File: config.mk
export PLATFORM = sky130hd
export DESIGN_NAME = control_pins_and_io_port
export DESIGN_NICKNAME = d
export VERILOG_FILES = /design/src/design/ctrl_pins_pkg.sv /design/src/design/sync2.sv /design/src/design/control_pins_and_io_port.sv
export VERILOG_INCLUDE_DIRS = /design/src /design/src/design
export SDC_FILE = /design/constraint.sdc
export NUM_CORES = 1
export LEC_CHECK = 0
export CORE_MARGIN = 1
export CORE_UTILIZATION = 55
export CTS_CLUSTER_DIAMETER = 60
export DETAILED_ROUTE_END_ITERATION = 10
export DONT_BUFFER_PORTS = 1
export GPL_ROUTABILITY_DRIVEN = 0
export PLACE_DENSITY = 0.71
export SLEW_MARGIN = 20
export SYNTH_ARGS = -nofsm -noshare
export SYNTH_HDL_FRONTEND = slang
export SYNTH_SLANG_ARGS = --single-unit
File: constraint.sdc
create_clock -name ref_clk -period 1.8 [get_ports ref_clk]
set_clock_uncertainty 0.15 [all_clocks]
set_input_delay 0.09 -clock ref_clk [delete_from_list [all_inputs] [get_ports ref_clk]]
set_output_delay 0.09 -clock ref_clk [all_outputs]
set_load 0.01 [all_outputs]
File: src/design/ctrl_pins_map.svh
`ifndef CTRL_PINS_MAP_SVH
`define CTRL_PINS_MAP_SVH
`define BYTE_BITS        4'h8
`define DIR_RESET        1'h1
`define LEVEL_RESET      1'h0
`define SYNC_EN_RESET    1'h0
`define MCLK_OFF_RESET   1'h0
`define SYNC_PULSE_NS    50
`define SYNC_PULSE_CYC   ((`SYNC_PULSE_NS * 25 + 999) / 1000)
`endif

File: src/design/ctrl_pins_pkg.sv
`default_nettype none
package ctrl_pins_pkg;
  typedef enum logic [1:0] {
    LINK_IDLE  = 2'b00,
    LINK_SHIFT = 2'b01,
    LINK_BYTE  = 2'b10
  } link_state_t;
endpackage
`default_nettype wire

File: src/design/sync2.sv
`timescale 1ns/1ns
`default_nettype none
module sync2 #(
  parameter logic RESET_VAL = 1'b0
) (
  // Clock and reset.
  input  wire logic ref_clk,
  input  wire logic reset_n,
  // Asynchronous level in, synchronised level out.
  input  wire logic asyncIn,
  output logic      syncOut
);
  logic stage1_r;
  always_ff @(posedge ref_clk) begin
    if (!reset_n) begin
      stage1_r <= RESET_VAL;
      syncOut  <= RESET_VAL;
    end else begin
      stage1_r <= asyncIn;
      syncOut  <= stage1_r;
    end
  end
endmodule // sync2
`default_nettype wire

File: src/design/control_pins_and_io_port.sv
`timescale 1ns/1ns
`default_nettype none
`include "ctrl_pins_map.svh"
module control_pins_and_io_port
  import ctrl_pins_pkg::*;
#(
  parameter int BYTE_LEN = 8
) (
  // Clock and reset.
  input  wire logic ref_clk,
  input  wire logic reset_n,
  // Serial link pins.
  input  wire logic serialClk,
  input  wire logic chipSelect_n,
  input  wire logic serialDataIn,
  // Received bytes.
  output logic [7:0] rxByte,
  output logic       rxByteValid,
  // Master clock.
  input  wire logic master_clock_in,
  input  wire logic master_clock_out_disable,
  output logic      master_clock_out,
  // Port bits.
  input  wire logic common_pin_direction,
  input  wire logic common_pin_level,
  input  wire logic sync_pin_direction,
  input  wire logic sync_pin_level,
  input  wire logic syncEnable,
  output logic      commonIsAnalog,
  output logic      sync_pin_level_rd,
  output logic      filterSyncPulse,
  // Port pins.
  output logic      analog_common_or_out_pin_o,
  output logic      analog_common_or_out_pin_oe,
  input  wire logic filter_sync_or_io_pin_i,
  output logic      filter_sync_or_io_pin_o,
  output logic      filter_sync_or_io_pin_oe
);

  // The three-bit counter serves eight-bit frames only.
  if (BYTE_LEN != 8) begin : gBadLen
    $error("BYTE_LEN must be 8");
  end

  logic        sclkS;
  logic        csS;
  logic        dinS;
  logic        syncPinS;
  logic        sclkPrev_r;
  logic        csPrev_r;
  logic [2:0]  bitCnt_r;
  logic [7:0]  shift_r;
  logic        syncPrev_r;
  link_state_t state_r;
  logic        sclkRise;
  logic        csFall;
  logic        csRise;

  sync2 uSclk (.ref_clk(ref_clk), .reset_n(reset_n), .asyncIn(serialClk), .syncOut(sclkS));
  // Select path resets high, matching the pulled-up pin, so release brings no false edge.
  sync2 #(.RESET_VAL(1'b1)) uCs (.ref_clk(ref_clk), .reset_n(reset_n), .asyncIn(chipSelect_n),
                                 .syncOut(csS));
  sync2 uDin  (.ref_clk(ref_clk), .reset_n(reset_n), .asyncIn(serialDataIn), .syncOut(dinS));
  sync2 uSync (.ref_clk(ref_clk), .reset_n(reset_n), .asyncIn(filter_sync_or_io_pin_i),
               .syncOut(syncPinS));

  assign sclkRise = sclkS && !sclkPrev_r;
  assign csFall   = !csS && csPrev_r;
  assign csRise   = csS && !csPrev_r;

  // Edge history; chip select resets high so a floating, pulled-up pin stays deselected.
  always_ff @(posedge ref_clk) begin
    if (!reset_n) begin
      sclkPrev_r <= 1'b0;
      csPrev_r   <= 1'b1;
    end else begin
      sclkPrev_r <= sclkS;
      csPrev_r   <= csS;
    end
  end

  // Byte assembly; a chip select edge restarts the byte count, so a tied-low select runs free.
  always_ff @(posedge ref_clk) begin
    if (!reset_n) begin
      state_r     <= LINK_IDLE;
      bitCnt_r    <= 3'h0;
      shift_r     <= 8'h00;
      rxByte      <= 8'h00;
      rxByteValid <= 1'b0;
    end else begin
      rxByteValid <= 1'b0;
      if (csS || csFall) begin
        state_r  <= csS ? LINK_IDLE : LINK_SHIFT;
        bitCnt_r <= 3'h0;
      end else if (sclkRise) begin
        shift_r  <= {shift_r[6:0], dinS};
        bitCnt_r <= bitCnt_r + 3'h1;
        state_r  <= LINK_SHIFT;
        if (bitCnt_r == 3'h7) begin
          rxByte      <= {shift_r[6:0], dinS};
          rxByteValid <= 1'b1;
          state_r     <= LINK_BYTE;
        end
      end
    end
  end

  // Inverted clock out, held low when disabled.
  assign master_clock_out = !master_clock_out_disable && !master_clock_in;

  // Common pin: digital output unless its direction bit is one.
  assign commonIsAnalog              = common_pin_direction;
  assign analog_common_or_out_pin_oe = !common_pin_direction;
  assign analog_common_or_out_pin_o  = common_pin_direction ? 1'b0 : common_pin_level;

  // Sync pin: output when direction bit clear and sync mode off.
  assign filter_sync_or_io_pin_oe = !sync_pin_direction && !syncEnable;
  assign filter_sync_or_io_pin_o  = filter_sync_or_io_pin_oe ? sync_pin_level : 1'b0;

  // Read value and filter sync pulse on the falling edge of the synchronised pin.
  // The edge history resets to the synchroniser's own reset level, so a low pin
  // does not look like a falling edge just after reset.
  always_ff @(posedge ref_clk) begin
    if (!reset_n) begin
      syncPrev_r        <= 1'b0;
      sync_pin_level_rd <= `LEVEL_RESET;
      filterSyncPulse   <= 1'b0;
    end else begin
      syncPrev_r        <= syncPinS;
      sync_pin_level_rd <= filter_sync_or_io_pin_oe ? sync_pin_level : syncPinS;
      filterSyncPulse   <= syncEnable && syncPrev_r && !syncPinS;
    end
  end
endmodule // control_pins_and_io_port
`default_nettype wire

; Yosys cells after proc, flatten, opt, wreduce, memory -nomap -nowiden
; Index checks and enable logic that the tools add are counted.
[totals]
output_inout_bits = 17
word_cells = 45
inputBits = 13
register_bits = 32
[op_classes]
eq_ne = 1
muxes = 4
n_reduce_logical = 19
bitwise = 3
add_sub_neg = 1
[ops]
columns = cell, count
row1 = $logic_not A1 Y1, 8
row2 = $logic_and A1 B1 Y1, 6
row3 = $mux W1, 4
row4 = $add A3 B1 Y3 const B, 1
row5 = $eq A3 B3 Y1 const B, 1
row6 = $not A1 Y1, 3
row7 = $reduce_and A3 Y1, 1
row8 = $reduce_or A3 Y1, 1
row9 = $reduce_and A2 Y1, 1
row10 = $reduce_or A2 Y1, 1
row11 = $logic_or A1 B1 Y1, 1

; Longest topological paths before layout
[depth]
ltp_word = 5
depth_mapped = 5
mapped_depth_nobuf = 4

; Cells and area by module
; From an unflattened synthesis, not the netlist that was laid out.
[hier_totals]
hier_cells = 109
hier_area_um2 = 1171.1
[by_module_without_submodules]
columns = module, seq_area_each_um2, area_each_um2, instances, cells_each
row1 = control_pins_and_io_port, 480.5, 960.9, 1, 93
row2 = sync2, 40.0, 52.6, 4, 4

; Least setup slack after synthesis
; No wires, ideal clock.
[synth_path]
path_kind = register to register
start = reg uCs.syncOut
end = reg rxByte[0]
setup_ns = 0.072
n_path_buf = 2
period_less_slack_ns = 1.405
path_stages_with_launch = 6
t_required_ns = 1.578
arrival_ns = 1.183
slack_ns = 0.395
cell_sequence = dfxtp_1 > nor4b_4 > buf_6 > and2_4 > buf_12 > mux2i_1
[synth_via]
elab_chain_len = 5
[synth_lines]
columns = item, line
row1 = start: declaration, sync2.sv:11  ; output logic syncOut
row2 = start signal: assignment, sync2.sv:20  ; syncOut <= stage1_r;
row3 = $logic_not A1 Y1, control_pins_and_io_port.sv:68  ; assign csFall = !csS && csPrev_r;
row4 = $logic_and A1 B1 Y1, control_pins_and_io_port.sv:68
row5 = $logic_or A1 B1 Y1 (*), control_pins_and_io_port.sv:92  ; if (csS || csFall) begin
row6 = $not A1 Y1 (no line) (*), -
row7 = $reduce_and A3 Y1 (no line) (*), -
row8 = end signal: assignment, control_pins_and_io_port.sv:100  ; rxByte <= {shift_r[6:0], dinS};
row9 = end: declaration, control_pins_and_io_port.sv:17  ; output logic [7:0] rxByte,
; Every way passes the cells marked *; elsewhere a longest branch is shown, timed or not.
; A chain may end at the register's enable or synchronous reset.

; Worst setup path after layout
[layout_path]
start = in sync_pin_direction
end = reg sync_pin_level_rd
[layout_via]
elab_chain_len = 3
[layout_lines]
columns = item, line
row1 = start: declaration, control_pins_and_io_port.sv:26  ; input wire logic sync_pin_direction,
row2 = $logic_not A1 Y1, control_pins_and_io_port.sv:117  ; assign filter_sync_or_io_pin_oe = !sync_pin_direction && !syncEnable;
row3 = $logic_and A1 B1 Y1, control_pins_and_io_port.sv:117
row4 = via filter_sync_or_io_pin_oe, control_pins_and_io_port.sv:37  ; output logic filter_sync_or_io_pin_oe
row5 = $mux W1, control_pins_and_io_port.sv:130  ; sync_pin_level_rd <= filter_sync_or_io_pin_oe ? sync_pin_level : syncPinS;
row6 = end signal: assignment, control_pins_and_io_port.sv:126  ; sync_pin_level_rd <= `LEVEL_RESET;
row7 = end signal: assignment, control_pins_and_io_port.sv:130
row8 = end: declaration, control_pins_and_io_port.sv:30  ; output logic sync_pin_level_rd,
; The timed path passes the listed nets, and every way through them passes these cells.

==> flow_metrics.env <==
export IMPL_syn_nets=125
export IMPL_cp_common_cell="dlygate4sd3_1"
export IMPL_path_buf_inv=2
export IMPL_final_area_um2=1320
export IMPL_crit_required_ns=1.86
export IMPL_path_class="in2reg"
export IMPL_period_needed_ns=1.66
export IMPL_antenna_cells=0
export IMPL_syn2layout_area_growth_pct=11.0
export IMPL_tightest_slew_ns=0.545
export IMPL_die_area_um2=2350
export IMPL_cts_resized=0
export IMPL_ys_seq_elements=32
export IMPL_leakage_nw=0.473
export IMPL_antenna_found_initial=0
export IMPL_crit_cells=5
export IMPL_drtIter0Drc=13
export IMPL_first_pass_iters=4
export IMPL_avgSynthCellArea_um2=10.8
export IMPL_holdCritPathClass="in2out"
export IMPL_post_place_ws_ns=0.444
export IMPL_io_buffers=0
export IMPL_setup_viol=0
export IMPL_relSlewSlack_pct=63.7
export IMPL_initial_core_util_pct=59.3
export IMPL_r2r_slack_ns=0.43
export IMPL_max_freq_mhz=602
export IMPL_r2r_start="uCs.syncOut$_SDFF_PN1_"
export IMPL_slowest_delay_ns=0.61
export IMPL_holdWs_ns=0.0301
export IMPL_yosys_area_top_type_share_pct=54.0
export IMPL_setup_slack_ns=0.138
export IMPL_final_antenna_net_count=0
export IMPL_dpl_hpwl_um=1030
export IMPL_synth_edf_count=0
export IMPL_nets=135
export IMPL_grt_pass1_wl_um=2990
export IMPL_ctsLongestPathBuffers=2
export IMPL_yosysUniqueCellTypes=21
export IMPL_tns_ns=0
export IMPL_fin_crit_sh_pct=92.3
export IMPL_path_delay_family="buffers and inverters"
export IMPL_grt_max_degree=39
export IMPL_cp_slowest_cell="dlygate4sd3_1"
export IMPL_ys_async_sr_fraction_pct=0
export IMPL_placed_area_um2=1170
export IMPL_synth_cell_area_um2=1190
export IMPL_yosysWarnings=0
export IMPL_drc_errors=0
export IMPL_viasPerCell=4.98
export IMPL_wire_per_inst_um=11.0
export IMPL_clk_latency_ns=0.31
export IMPL_rr_worst_depth=4
export IMPL_synth_most_common_cell="dfxtp_1"
export IMPL_rsz0062_at_grt="false"
export IMPL_synth_cells=110
export IMPL_num_rows=16
export IMPL_root_buffer="clkbuf_4"
export IMPL_instances_no_fill=148
export IMPL_h_tree_depth=2
export IMPL_vias=737
export IMPL_die_w_um=48.4
export IMPL_cts_tree="yes"
export IMPL_fillCellCount=162
export IMPL_core_area_um2=2000
export IMPL_drive_gt1_share_pct=9.09
export IMPL_hold_depth=0
export IMPL_worstReg2RegEnd="shift_r[4]$_SDFFE_PN0P_"
export IMPL_path_cells="dlygate4sd3_1 > nor2_1 > dlygate4sd3_1 > nor2b_1 > o21a_1"
export IMPL_p_per_area_nw_per_um2=890
export IMPL_cp_data_arrival_time_ns=1.72
export IMPL_place_inst=131
export IMPL_grt_use_total_pct=17.1
export IMPL_synth_top_cell_by_area="dfxtp_1"
export IMPL_synth_ff_type="dfxtp_1"
export IMPL_cap_violations=0
export IMPL_fp_dieH_um=48.4
export IMPL_wirelength_um=1620
export IMPL_ys_seq_area_share_pct=54.0
export IMPL_cp_end_kind="register"
export IMPL_hold_start="common_pin_direction"
export IMPL_grt_ovfl_total=0
export IMPL_io_pins=30
export IMPL_cts_num_sinks=32
export IMPL_synthTopCellsByCount="dfxtp_1 (32), mux2i_1 (17), nand2_1 (17)"
export IMPL_peakVddDrop_mv=0.670
export IMPL_crit_path_max_fanout=3
export IMPL_status="finished, final reports clean"
export IMPL_synth_area_leaders="dfxtp_1 (54%), mux2i_1 (14%), nand2_1 (5.4%)"
export IMPL_cts_buffers=5
export IMPL_clkTransAtPathRegs_ns=0.09
export IMPL_hold_viol=0
export IMPL_start_kind="primary input"
export IMPL_holdPathEnd="commonIsAnalog"
export IMPL_finalMaxSlewViolations=0
export IMPL_grt_pass1_vias=721
[layout by cell type (no fill, tap or decap)]
cell           Yosys  routed
nor2_1             6       6
and2_4             1       1
buf_2              1       1
mux2i_1           17      17
dlygate4sd3_1      0       8
nor2b_1           10      10
clkbuf_4           0       5
clkbuf_1           3       2
buf_4              1       1
and2_1             9       9
nor4b_4            1       1
xnor2_1            1       1
and4b_1            1       1
nand2b_1           2       2
nand2b_2           1       1
nand2_1           17      17
and3_1             1       1
ha_1               2       2
inv_1              1       1
dfxtp_1           32      32
clkbuf_8           0       1
o21a_1             1       1
[repair_timing]
action | CTS | global route
hold endpoints to repair | 32 | 0
buffers inserted | 0 | 0
hold buffers | 9 | 0
[state kept, by name, summed over array words and instances, names as in the netlist]
| name | cells |
|---|---|
| shift_r | 7 |
| syncPrev_r | 1 |
| rxByteValid | 1 |
| sync_pin_level_rd | 1 |
| uCs.stage1_r | 1 |
| bitCnt_r | 3 |
| csPrev_r | 1 |
| uCs.syncOut | 1 |
| uSync.stage1_r | 1 |
| uDin.stage1_r | 1 |
| uSclk.syncOut | 1 |
| uSync.syncOut | 1 |
| sclkPrev_r | 1 |
| uSclk.stage1_r | 1 |
| rxByte | 8 |
| filterSyncPulse | 1 |
| uDin.syncOut | 1 |
[worst max-delay path by stage]
stage / from / end
6_report: sync_pin_direction / sync_pin_level_rd$_SDFF_PN0_
5_1_grt: sync_pin_direction / sync_pin_level_rd$_SDFF_PN0_
3_5_place_dp: uCs.syncOut$_SDFF_PN1_ / shift_r[5]$_SDFFE_PN0P_
4_1_cts: reset_n / bitCnt_r[1]$_SDFFE_PP0P_
3_3_place_gp: uCs.syncOut$_SDFF_PN1_ / shift_r[5]$_SDFFE_PN0P_
2_1_floorplan: uCs.syncOut$_SDFF_PN1_ / rxByte[0]$_SDFFE_PN0P_
[cell families (layout without fill, tap and decap cells)]
| kind of cell | after synthesis | after routing | share of synthesized area (%) |
|---|---|---|---|
| adder cells (fa/ha/maj) | 2 | 2 | 2.11 |
| XOR/XNOR | 1 | 1 | 0.739 |
| buffers and inverters | 8 | 19 | 4.96 |
| flip-flops | 32 | 32 | 54.0 |
| AND/OR/NAND/NOR | 49 | 49 | 23.2 |
| multiplexers | 17 | 17 | 14.3 |
| AO/OA/AOI/OAI | 1 | 1 | 0.633 |
[final cells by class]
cell class	count	area (um^2)	area share (%)
tap	27	33.8	2.57
clock buffer	8	58.8	4.47
timing repair buffer	10	92.6	7.03
multi-input combinational	70	487	37.0
sequential	32	641	48.7
inverter	1	3.75	0.285
[worst reg2reg max path: cells and delay by family (launching register included)]
family	cells	cell delay, ns
simple gates	2	0.35
mux	1	0.20
buf+inv	1	0.22
flops	1	0.35
[per-stage QoR]
| step | util, % | total power [mW] |
|---|---|---|
| 2_1_floorplan | - | 0.772 |
| 3_3_place_gp | 58.6 | 0.763 |
| 3_5_place_dp | 58.6 | 0.764 |
| 4_1_cts | 66.0 | 1.19 |
| 5_1_grt | 65.8 | 1.23 |
| 6_report | 65.8 | 1.17 |
[power breakdown]
group / internal, mW / leakage (nW) / switching [mW]
clock: 0.193 / 0.0326 / 0.207
sequential: 0.719 / 0.260 / 0.00604
combinational: 0.0251 / 0.181 / 0.0219
total: 0.936 / 0.473 / 0.235
[per-layer routing]
metal	vias up	GRT usage, %	wire, um
li1	375	-	-
met1	335	18.9	764
met2	27	28.9	780
met3	0	8.81	77
met4	0	4.41	0
met5	-	0	0
Note: power is estimated with default switching activity, not from simulation.
